==> src/pkg/fps_defs.vh <==
// Constants of the flyback protection sequencer.
// Assumes a 125 MHz system clock; all times are converted to cycles here.
`ifndef FPS_DEFS_VH
`define FPS_DEFS_VH
`define FPS_CLK_MHZ 125
// Overload time-out, 27.5 ms
`define FPS_OVL_US 27500
`define FPS_OVL_CYC (`FPS_OVL_US * `FPS_CLK_MHZ)
// Switching periods in ns: 65 kHz, 25 kHz, below 25 kHz, 130 kHz peak
`define FPS_PER_HIGH_NS 15385
`define FPS_PER_MED_NS 40000
`define FPS_PER_LOW_NS 80000
`define FPS_PER_PEAK_NS 7700
`define FPS_PER_CAP_NS 10000
`define FPS_PER_STRETCH_NS 28000
`define FPS_NS2CYC(t) (((t) * `FPS_CLK_MHZ) / 1000)
// Blanking, runaway check and sampling delays in ns
`define FPS_BLANK_NS 300
`define FPS_RUNAWAY_NS 1000
`define FPS_SAMPLE_NS 2000
`define FPS_MAXON_NS 6930
// Counts
`define FPS_OVP_CNT 3'h4
`define FPS_RESTARTS 2'h3
`define FPS_BURST_PULSES 2'h2
// Power modes
`define FPS_MODE_PEAK 2'h0
`define FPS_MODE_HIGH 2'h1
`define FPS_MODE_MED 2'h2
`define FPS_MODE_LOW 2'h3
`define FPS_CW 24
`endif

==> src/logic/fps_ovp_count.v <==
// Consecutive-cycle overvoltage counter used for both OVP sources.
// Assumes cyc_i pulses once per switching cycle with a valid level_i.
`timescale 1ns/100ps
`include "fps_defs.vh"
module fps_ovp_count (
  input wire clk_i,
  input wire sys_rst_i,
  input wire cyc_i,
  input wire level_i,
  output reg trip_o
);
  reg [2:0] count;
  always @(posedge clk_i or posedge sys_rst_i) begin
    if (sys_rst_i) begin
      count <= 3'h0;
      trip_o <= 1'b0;
    end else if (cyc_i) begin
      if (!level_i) begin
        count <= 3'h0;
      end else if (count != `FPS_OVP_CNT) begin
        count <= count + 3'h1;
        if (count == `FPS_OVP_CNT - 3'h1) begin
          trip_o <= 1'b1;
        end
      end
    end
  end
endmodule // fps_ovp_count

==> src/logic/fps_sequencer.v <==
// Flyback protection sequencer: gate timing, power modes and protections.
// Assumes all comparator flags are synchronous single-bit inputs.
`timescale 1ns/100ps
`include "fps_defs.vh"
module fps_sequencer (
  input wire clk_i,
  input wire sys_rst_i,
  input wire demand_over_400mv_i,
  input wire demand_above_min_i,
  input wire current_over_target_i,
  input wire sense_over_ovp_i,
  input wire sense_over_half_ovp_i,
  input wire supply_over_ovp_i,
  input wire supply_below_burst_i,
  input wire supply_below_lockout_i,
  input wire supply_at_startup_i,
  input wire high_mains_i,
  input wire junction_hot_i,
  input wire [1:0] power_mode_i,
  output reg gate_o,
  output reg peak_low_clamp_o,
  output reg peak_boost_o,
  output reg opp_comp_en_o,
  output reg overload_shutdown_o,
  output reg latched_off_o,
  output reg runaway_current_guard_o,
  output reg power_down_o
);
  localparam ST_RUN = 2'h0;
  localparam ST_WAIT_LOW = 2'h1;
  localparam ST_WAIT_UP = 2'h2;
  localparam ST_LATCH = 2'h3;
  localparam CW = `FPS_CW;
  localparam [CW-1:0] BLANK = `FPS_NS2CYC(`FPS_BLANK_NS);
  localparam [CW-1:0] RUNAWAY = `FPS_NS2CYC(`FPS_RUNAWAY_NS);
  localparam [CW-1:0] SAMPLE = `FPS_NS2CYC(`FPS_SAMPLE_NS);
  localparam [CW-1:0] MAXON = `FPS_NS2CYC(`FPS_MAXON_NS);
  localparam [CW-1:0] P_PEAK = `FPS_NS2CYC(`FPS_PER_PEAK_NS);
  localparam [CW-1:0] P_CAP = `FPS_NS2CYC(`FPS_PER_CAP_NS);
  localparam [CW-1:0] P_HIGH = `FPS_NS2CYC(`FPS_PER_HIGH_NS);
  localparam [CW-1:0] P_MED = `FPS_NS2CYC(`FPS_PER_MED_NS);
  localparam [CW-1:0] P_LOW = `FPS_NS2CYC(`FPS_PER_LOW_NS);
  localparam [CW-1:0] P_STR = `FPS_NS2CYC(`FPS_PER_STRETCH_NS);
  // Long count is a parameter so simulation can shorten it
  parameter [CW-1:0] OVL_CYC = `FPS_OVL_CYC;

  reg [1:0] state;
  reg [1:0] restarts_left;
  reg [CW-1:0] per_cnt;
  reg [CW-1:0] per_len;
  reg [CW-1:0] off_cnt;
  reg [CW-1:0] ovl_cnt;
  reg sampling;
  reg stretch;
  reg burst_active;
  reg [1:0] burst_left;
  reg cyc_pulse;
  reg vout_low;
  reg [CW-1:0] next_per_len;
  wire sense_trip;
  wire supply_trip;
  wire running;
  wire guard_on;
  wire latch_req;
  wire [CW-1:0] ovl_limit;
  wire stop_now;

  // Comparator flags are used as-is; they arrive synchronous
  assign running = (state == ST_RUN);
  // Runaway guard only during overload with collapsed output
  assign guard_on = demand_over_400mv_i && vout_low;
  assign ovl_limit = guard_on ? (OVL_CYC >> 1) : OVL_CYC;
  assign latch_req = sense_trip | supply_trip | junction_hot_i;
  // Gate drops in the same edge the protection state is left
  assign stop_now = !running || latch_req || supply_below_lockout_i ||
                    (demand_over_400mv_i && ovl_cnt >= ovl_limit);

  // Both OVP sources counted per switching cycle
  fps_ovp_count u_sense_ovp (
    .clk_i(clk_i),
    .sys_rst_i(sys_rst_i),
    .cyc_i(cyc_pulse),
    .level_i(sense_over_ovp_i),
    .trip_o(sense_trip)
  );
  fps_ovp_count u_supply_ovp (
    .clk_i(clk_i),
    .sys_rst_i(sys_rst_i),
    .cyc_i(cyc_pulse),
    .level_i(supply_over_ovp_i),
    .trip_o(supply_trip)
  );

  // Period selection per power mode
  always @* begin
    case (power_mode_i)
      `FPS_MODE_PEAK: next_per_len = high_mains_i ? P_CAP : P_PEAK;
      `FPS_MODE_HIGH: next_per_len = P_HIGH;
      `FPS_MODE_MED: next_per_len = P_MED;
      `FPS_MODE_LOW: next_per_len = P_LOW;
      default: next_per_len = P_HIGH;
    endcase
    if (stretch) begin
      next_per_len = P_STR;
    end
  end

  // Mode-dependent peak current shaping
  always @(posedge clk_i or posedge sys_rst_i) begin
    if (sys_rst_i) begin
      peak_low_clamp_o <= 1'b0;
      peak_boost_o <= 1'b0;
      opp_comp_en_o <= 1'b0;
    end else begin
      peak_low_clamp_o <= (power_mode_i == `FPS_MODE_LOW);
      peak_boost_o <= (power_mode_i == `FPS_MODE_PEAK);
      opp_comp_en_o <= (power_mode_i == `FPS_MODE_PEAK) ||
                       (power_mode_i == `FPS_MODE_HIGH);
    end
  end

  // Overload timer
  always @(posedge clk_i or posedge sys_rst_i) begin
    if (sys_rst_i) begin
      ovl_cnt <= {CW{1'b0}};
      runaway_current_guard_o <= 1'b0;
    end else begin
      runaway_current_guard_o <= guard_on && running;
      if (!demand_over_400mv_i || !running) begin
        ovl_cnt <= {CW{1'b0}};
      end else if (ovl_cnt < ovl_limit) begin
        ovl_cnt <= ovl_cnt + 1'b1;
      end
    end
  end

  // Gate timing, sampling and burst recharge
  always @(posedge clk_i or posedge sys_rst_i) begin
    if (sys_rst_i) begin
      gate_o <= 1'b0;
      per_cnt <= {CW{1'b0}};
      per_len <= P_HIGH;
      off_cnt <= {CW{1'b0}};
      sampling <= 1'b0;
      stretch <= 1'b0;
      vout_low <= 1'b0;
      cyc_pulse <= 1'b0;
      burst_active <= 1'b0;
      burst_left <= 2'h0;
    end else begin
      cyc_pulse <= 1'b0;
      if (stop_now) begin
        gate_o <= 1'b0;
        per_cnt <= {CW{1'b0}};
        sampling <= 1'b0;
        burst_active <= 1'b0;
        burst_left <= 2'h0;
      end else begin
        if (per_cnt + 1'b1 < per_len) begin
          per_cnt <= per_cnt + 1'b1;
        end
        // New cycle only with demand, or as a burst recharge pulse
        if (per_cnt + 1'b1 >= per_len && !gate_o) begin
          if (demand_above_min_i || burst_left != 2'h0) begin
            gate_o <= 1'b1;
            per_cnt <= {CW{1'b0}};
            per_len <= next_per_len;
            stretch <= 1'b0;
            if (!demand_above_min_i) begin
              burst_left <= burst_left - 2'h1;
            end
          end
        end
        // Exactly two pulses per supply dip while idle
        if (!demand_above_min_i && supply_below_burst_i && !burst_active) begin
          burst_active <= 1'b1;
          burst_left <= `FPS_BURST_PULSES;
        end
        if (demand_above_min_i || !supply_below_burst_i) begin
          if (burst_left == 2'h0) begin
            burst_active <= 1'b0;
          end
        end
        if (gate_o) begin
          // Over target within 1 us, even if the pulse ends at blanking
          if (per_cnt + 1'b1 >= BLANK && per_cnt + 1'b1 <= RUNAWAY &&
              current_over_target_i && guard_on) begin
            stretch <= 1'b1;
          end
          // Blanking hides the comparator; max on-time bounds the pulse
          if ((per_cnt + 1'b1 >= BLANK && current_over_target_i) ||
              per_cnt + 1'b1 >= MAXON) begin
            gate_o <= 1'b0;
            sampling <= 1'b1;
            off_cnt <= {CW{1'b0}};
          end
        end
        if (sampling) begin
          off_cnt <= off_cnt + 1'b1;
          if (off_cnt + 1'b1 == SAMPLE) begin
            sampling <= 1'b0;
            cyc_pulse <= 1'b1;
            vout_low <= !sense_over_half_ovp_i;
          end
        end
      end
    end
  end

  // Protection state: restart and latch
  always @(posedge clk_i or posedge sys_rst_i) begin
    if (sys_rst_i) begin
      state <= ST_WAIT_UP;
      restarts_left <= 2'h1;
      overload_shutdown_o <= 1'b0;
      latched_off_o <= 1'b0;
      power_down_o <= 1'b0;
    end else begin
      case (state)
        ST_RUN: begin
          if (latch_req) begin
            state <= ST_LATCH;
            latched_off_o <= 1'b1;
            power_down_o <= 1'b1;
          end else if (demand_over_400mv_i && ovl_cnt >= ovl_limit) begin
            state <= ST_WAIT_LOW;
            overload_shutdown_o <= 1'b1;
            restarts_left <= `FPS_RESTARTS;
          end else if (supply_below_lockout_i) begin
            state <= ST_WAIT_LOW;
            restarts_left <= 2'h1;
          end
        end
        ST_WAIT_LOW: begin
          if (latch_req) begin
            state <= ST_LATCH;
            latched_off_o <= 1'b1;
            power_down_o <= 1'b1;
          end else if (supply_below_lockout_i) begin
            state <= ST_WAIT_UP;
            power_down_o <= 1'b1;
          end
        end
        ST_WAIT_UP: begin
          if (latch_req) begin
            state <= ST_LATCH;
            latched_off_o <= 1'b1;
            power_down_o <= 1'b1;
          end else if (supply_at_startup_i) begin
            power_down_o <= 1'b0;
            if (restarts_left <= 2'h1) begin
              state <= ST_RUN;
              overload_shutdown_o <= 1'b0;
            end else begin
              restarts_left <= restarts_left - 2'h1;
              state <= ST_WAIT_LOW;
            end
          end
        end
        ST_LATCH: begin
          // Only supply removal (reset) leaves this state
          latched_off_o <= 1'b1;
          power_down_o <= 1'b1;
        end
        default: state <= ST_LATCH;
      endcase
    end
  end
endmodule // fps_sequencer

==> config.mk <==
export PLATFORM = sky130hd
export DESIGN_NAME = fps_sequencer
export DESIGN_NICKNAME = d
export VERILOG_FILES = /design/src/logic/fps_ovp_count.v /design/src/logic/fps_sequencer.v
export VERILOG_INCLUDE_DIRS = /design/src /design/src/pkg
export SDC_FILE = /design/constraint.sdc
export NUM_CORES = 1
export LEC_CHECK = 0
export BUFFER_PORTS_ARGS = -buffer_cell sky130_fd_sc_hd__buf_2
export CORE_UTILIZATION = 59
export CTS_BUF_LIST = sky130_fd_sc_hd__clkbuf_8
export DETAILED_ROUTE_END_ITERATION = 10
export PLACE_DENSITY = 0.87
export SYNTH_ARGS = -nofsm -noshare
export SYNTH_HDL_FRONTEND = slang
export SYNTH_SLANG_ARGS = --single-unit
==> constraint.sdc <==
create_clock -name clk_i -period 5 [get_ports clk_i]
set_input_delay 0.75 -clock clk_i [delete_from_list [all_inputs] [get_ports clk_i]]
set_output_delay 0.75 -clock clk_i [all_outputs]
set_load 0.005 [all_outputs]
==> qor.txt, run 1 <==
IO buf count = 22
Max VDD drop = 0.112 mV
Final core occ = 63.7%
Vias = 6083
Setup Viol. Count Final = 0
Fmax = 237 MHz
Rows = 40
Starting Density = 60.4%
Post-synthesis mux area share = 3.81%
Xor/xnor share of the synthesized area = 5.20%
Critical path launch point type = register
Setup WS pre-CTS = 0.683 ns
Total power = 1780 µW
Unrepaired setup endpoints after global routing = no
Reg-to-reg endpoint = per_cnt[19]$_DFF_PP0_
Initial antenna violation count = 0
Max Cap Viol = 0
Final WS setup = 0.783 ns
Antenna-violating nets left = 0
Pleak = 0.00324 µW
Cells after synthesis = 805
Post-synth EDFFs = 0
Largest net degree at the start of global routing = 76
Clk buf depth = 2
Final Max Slew Viols = 0
CP max FO = 11
DRT iter0 DRCs = 707
WL per Instance = 16.3 µm
Count leader, synth = dfrtp_1
Post-synthesis compound-gate area fraction = 16.4%
Sequential area share after synthesis = 38.4%
Rel. slew slack = 34.7%
Final Net Count = 867
R2R Path Start = per_cnt[0]$_DFF_PP0_
H-Tree Level Count = 3
Post-synth top cells = dfrtp_1 (103), nand2_1 (70), nand3_1 (58)
Clock sink count = 111
Drt pass-1 iters = 7
Worst-path clk slew = 0.11 ns
Area Growth Syn to Fin = 5.31%
Setup Buffers After CTS = 0
Clock Latency Late Sink = 0.40 ns
Fin Setup TNS = 0 ns
Leading area contributor after synthesis = dfrtp_1
Vias/cell = 6.32
Die area = 12800 µm²
Drt total wl = 15700 µm
Fin cells = 963
Layout cells sized above 1 = 9.80%
CTS Buf Count = 9
Num ports = 23
Post-Synth Adder-Cell Area = 7.07%
Die H = 113 µm
#FFs+latches synth = 111
R2R Setup Slk = 0.78 ns
Hold Vio Cnt, Final = 0
Slew @ Worst Pin = 0.976 ns
Core ar. = 12000 µm²
Main combinational cell family by area after synthesis = simple AND/OR/NAND/NOR gates
Placed insts = 947
All-Layer GR Usage = 26.2%
Hold path depth = 1
Sequential cell area = 2790 µm²
Number of fill cells = 965
First-pass GRT wire length = 26900 µm
Remaining DRCs = 0
Cts hold-fix bufs = 0
Hold Startpoint = latched_off_o$_DFFE_PP0P_
ANT cells = 0
GPL Wtd Cong = 0.856
Class of the worst hold path = reg -> reg
Avg Cell Area, Syn = 9.02 µm²
Syn_nets = 861
Hold path endpoint = latched_off_o$_DFFE_PP0P_
Post-CTS sizing = 0
Minimum clock period = 4.22 ns
Global route total overflow = 0
Netlist cell types = 80
Worst-case reg-to-reg path depth = 13
Synth Area in Simple Gates = 24.3%
Worst setup EP type = register
Pwr dens = 232 nW/µm²
Critical path type = reg -> reg
Yosys top cell area share = 35.5%
Hpwl dp = 11100 µm
Clk_skew = 0.00916 ns
Async SR Flop Fraction = 100%
CTS Root Cell = clkbuf_8
Final cycle utilization of the critical path = 84.3%
CP Data Arrival Time = 4.51 ns
Vias in the first global route = 5745
Top area cells in the synthesized netlist = dfrtp_1 (35%), ha_1 (7.1%), nand3_1 (4.0%), nand2_1 (3.6%), dfstp_2 (2.9%)
Top_reg_cell synth = dfrtp_1
Mapped Area = 7260 µm²
CP required = 5.29 ns
CTS tree = built
Multi-input logic area = 4120 µm²
Ys Warns = 0
Status = complete, no violations
Chip Width = 113 µm
-- layout make-up --
class | count | share of cell area, %
inverters | 51 | 2.54
flip-flops and latches | 111 | 36.5
clock inverters | 6 | 0.884
repair buffers | 28 | 2.03
multi-input cells | 610 | 53.9
clock buffers | 10 | 1.80
well taps | 147 | 2.41
-- layout by cell type, fill, tap and decap left out, drive strengths merged, types with 25 or more instances in the layout --
| master | instances |
|---|---|
| dfrtp | 103 |
| nand2 | 71 |
| nand3 | 60 |
| nor2 | 56 |
| inv | 52 |
| o21ai | 42 |
| ha | 41 |
| a21oi | 36 |
| buf | 28 |
| nor3 | 25 |
-- metal layers --
layer / share of wire [%] / up-vias / global-route usage [%]
met5: 0 / - / 0
met4: 2.8 / 0 / 12.6
met3: 4.5 / 30 / 3.05
met2: 46 / 187 / 42.3
met1: 46 / 2916 / 35.4
li1: - / 2950 / -
-- report_power, final --
part / internal, µW / switching (µW)
registers: 928 / 22.0
logic: 89.6 / 154
clock network: 248 / 334
-- per-stage QoR --
stage	hold WS [ns]	area (µm²)
after global routing	0.500	7650
after detailed placement	0.452	7440
after CTS	0.482	7650
final	0.477	7650
after global placement	0.451	7440
after floorplan	0.450	7260
-- how the worst max path moves through the flow --
| stage | slack, ns | endpoint | startpoint |
|---|---|---|---|
| floorplan | 1.33 | burst_active$_DFF_PP0_ | sys_rst_i |
| global placement | 0.90 | per_len[11]$_DFFE_PP0P_ | demand_over_400mv_i |
| detailed placement | 0.68 | per_len[11]$_DFFE_PP0P_ | demand_over_400mv_i |
| CTS | 0.86 | per_cnt[19]$_DFF_PP0_ | per_cnt[0]$_DFF_PP0_ |
| global route | 0.45 | per_cnt[19]$_DFF_PP0_ | per_cnt[0]$_DFF_PP0_ |
| finish | 0.78 | per_cnt[19]$_DFF_PP0_ | per_cnt[0]$_DFF_PP0_ |
-- worst max-delay path, cell delays in order, from the launching register on --
cell     delay, ns
dfrtp_1       0.56
ha_1          0.32
nand3_1       0.27
nor2_1        0.37
xor2_1        0.28
ha_1          0.28
nand2_1       0.08
a21oi_1       0.04
a221o_1       0.33
and4_1        0.20
a21o_1        0.24
a21oi_1       0.62
nor2_1        0.28
and2_1        0.24
-- logic make-up (layout without fill, tap and decap cells) --
kind of cell,count (synthesis),count (layout)
and+or+nand+nor,332,332
AOI/OAI and AO/OA,171,171
DFF,111,111
buffers and inverters,84,95
adders and majority gates,41,41
xor gates and xnor gates,40,40
muxes,26,26
-- state kept, by name (all words and copies together), names as in the netlist, 3 cells and up --
signal              flops
per_len                12
off_cnt                24
u_supply_ovp.count      3
ovl_cnt                24
u_sense_ovp.count       3
per_cnt                24
Power figures use the tool's default switching activity.
==> run 2: changes to the inputs <==
- clock period: 5 -> 4.25 ns (I/O delays scaled with it)
==> run 2 against run 1 <==
Critical path depth did not move. Clock power up 5.7%. Sequential power grew 18%. Critical endpoint is now per_cnt[7]$_DFF_PP0_. Largest cell class unchanged. Largest power group unchanged.
==> qor.txt, run 2 (synthesized netlist as in run 1, its figures left out) <==
Pleak = 0.00326 µW (+0.56%)
Drt total wl = 16000 µm (+2.0%)
Cts hold-fix bufs = 0 (unchanged)
Sw Ratio = 29.0% (+0.32 points)
Critical path launch point type = register
CP required = 4.57 ns (-0.72 ns)
Antenna-violating nets left = 0 (unchanged)
Die area = 12800 µm² (unchanged)
Minimum clock period = 3.85 ns (-0.371 ns)
Vias = 6137 (+0.89%)
H-Tree Level Count = 3 (unchanged)
GPL Wtd Cong = 0.927 (+8.3%)
Part of the power in registers = 55.4% (+1.9 points)
DRT iter0 DRCs = 816 (+15%)
Die H = 113 µm (unchanged)
IO buf count = 22 (unchanged)
Vias in the first global route = 5762 (+0.30%)
Slew @ Worst Pin = 0.895 ns (-0.0811 ns)
Fin cells = 968 (+0.52%)
Status = complete, no violations
Drt pass-1 iters = 6 (-1)
CTS tree = built
ANT cells = 0 (unchanged)
Setup Buffers After CTS = 0 (unchanged)
Setup WS pre-CTS = 0.529 ns (-0.154 ns)
Fmax = 260 MHz (+9.7%)
Placed insts = 952 (+0.53%)
Critical path type = reg -> reg
Largest net degree at the start of global routing = 75 (-1.3%)
Final Net Count = 872 (+0.58%)
Chip Width = 113 µm (unchanged)
Global route total overflow = 0 (unchanged)
Final cycle utilization of the critical path = 90.5% (+6.1 points)
Clock share of power = 30.5% (-2.3 points)
Pwr dens = 263 nW/µm² (+13%)
Largest regs = off_cnt x24, ovl_cnt x24, per_cnt x24
CP Data Arrival Time = 4.16 ns (-0.35 ns)
Vias/cell = 6.34 (+0.37%)
Remaining DRCs = 0 (unchanged)
Max VDD drop = 0.158 mV (+42%)
Gate power share = 14.1% (+0.4 points)
Hpwl dp = 11600 µm (+4.2%)
CTS Buf Count = 9 (unchanged)
Num ports = 23 (unchanged)
Clk_skew = 0.0121 ns (+0.00299 ns)
Class of the worst hold path = in -> async
Slowest-stage cell, CP = dfrtp_1
Clock sink count = 111 (unchanged)
Clk buf depth = 2 (unchanged)
Final WS setup = 0.405 ns (-0.379 ns)
CTS Root Cell = clkbuf_8
Sw Pwr = 585 µW (+15%)
Area Growth Syn to Fin = 5.53%
Final Max Slew Viols = 0 (unchanged)
Setup Viol. Count Final = 0 (unchanged)
Layout cells sized above 1 = 10.2% (+0.43 points)
First-pass GRT wire length = 27300 µm (+1.5%)
Initial antenna violation count = 0 (unchanged)
Crit-path max cell delay = 0.58 ns (-0.04 ns)
Unrepaired setup endpoints after global routing = no
Core ar. = 12000 µm² (unchanged)
Internal power = 1430 µW (+13%)
CP max FO = 14 (+3)
Critical path buffers and inverters = 0 (unchanged)
Hold Vio Cnt, Final = 0 (unchanged)
Worst-path clk slew = 0.11 ns (about the same)
Fin Setup TNS = 0 ns (unchanged)
Crit-path cells = ha_1, nand3_1, nor2_1, xor2_1, ha_1, nand2_1, a21oi_1, a221o_1, and4_1, a21o_1, a21o_1, or3_1, a21oi_1
All-Layer GR Usage = 26.3% (+0.066 points)
Most frequent cells in the layout = dfrtp_1 (103), nand2_1 (70), nand3_1 (58)
Number of fill cells = 965 (unchanged)
Rel. slew slack = 40.3% (+5.6 points)
Top delay family on crit path = simple AND/OR/NAND/NOR gates
Starting Density = 60.4% (unchanged)
Max Cap Viol = 0 (unchanged)
WL per Instance = 16.5 µm (+1.4%)
Rows = 40 (unchanged)
Clock Latency Late Sink = 0.39 ns (about the same)
Commonest non-fill, non-tap cell in the layout = dfrtp_1
Post-CTS sizing = 0 (unchanged)
Worst setup EP type = register
run 2: cell types whose count changed in the layout (fill, tap and decap cells not counted), sizes merged:
cell	previous run	this run
buf	28	33
bufinv	1	0
clkinv	3	4
clkinvlp	1	0
inv	52	53
run 2: worst paths after layout:
kind	slack, ns	from	cells past startpoint	to
worst max register to register	0.40	per_cnt[0]$_DFF_PP0_	13	per_cnt[7]$_DFF_PP0_
min in group clk_i	0.44	sense_over_half_ovp_i	2	vout_low$_DFFE_PP0P_
worst max-delay path	0.40	per_cnt[0]$_DFF_PP0_	13	per_cnt[7]$_DFF_PP0_
worst min register to register	0.49	latched_off_o$_DFFE_PP0P_	1	latched_off_o$_DFFE_PP0P_
worst min-delay path	0.40	sys_rst_i	2	ovl_cnt[16]$_DFFE_PP0P_
max in group asynchronous	2.97	sys_rst_i	3	per_cnt[0]$_DFF_PP0_
run 2: final cells by class:
type	count	area, µm²	area share, %
timing repair buffer	33	193	2.51
clock inverter	6	46.3	0.604
inverter	51	194	2.53
clock buffer	10	138	1.80
multi-input combinational	610	4120	53.8
sequential	111	2790	36.4
tap	147	184	2.40
run 2: layer usage:
metal	track usage [%]	wire length (µm)	share of wire [%]
met1	35.6	7320	46
met2	42.7	7480	47
met3	4.23	829	5.2
met4	9.74	376	2.3
met5	1.57	0	0
run 2: power groups by stage:
stage / registers [µW] / clock network, µW / logic (µW)
after floorplan: 1130 / 0 / 204
after global placement: 1140 / 0 / 274
after detailed placement: 1140 / 0 / 281
after CTS: 1120 / 621 / 283
after global routing: 1120 / 658 / 325
final: 1120 / 615 / 284
run 2: through the flow:
stage,util (%),instance area (µm²),power (µW),hold WS (ns)
floorplan,-,7260,1340,0.450
global placement,62.3,7480,1410,0.454
detailed placement,62.3,7480,1420,0.470
CTS,63.8,7660,2020,0.435
global route,63.8,7660,2110,0.436
finish,63.8,7660,2020,0.401
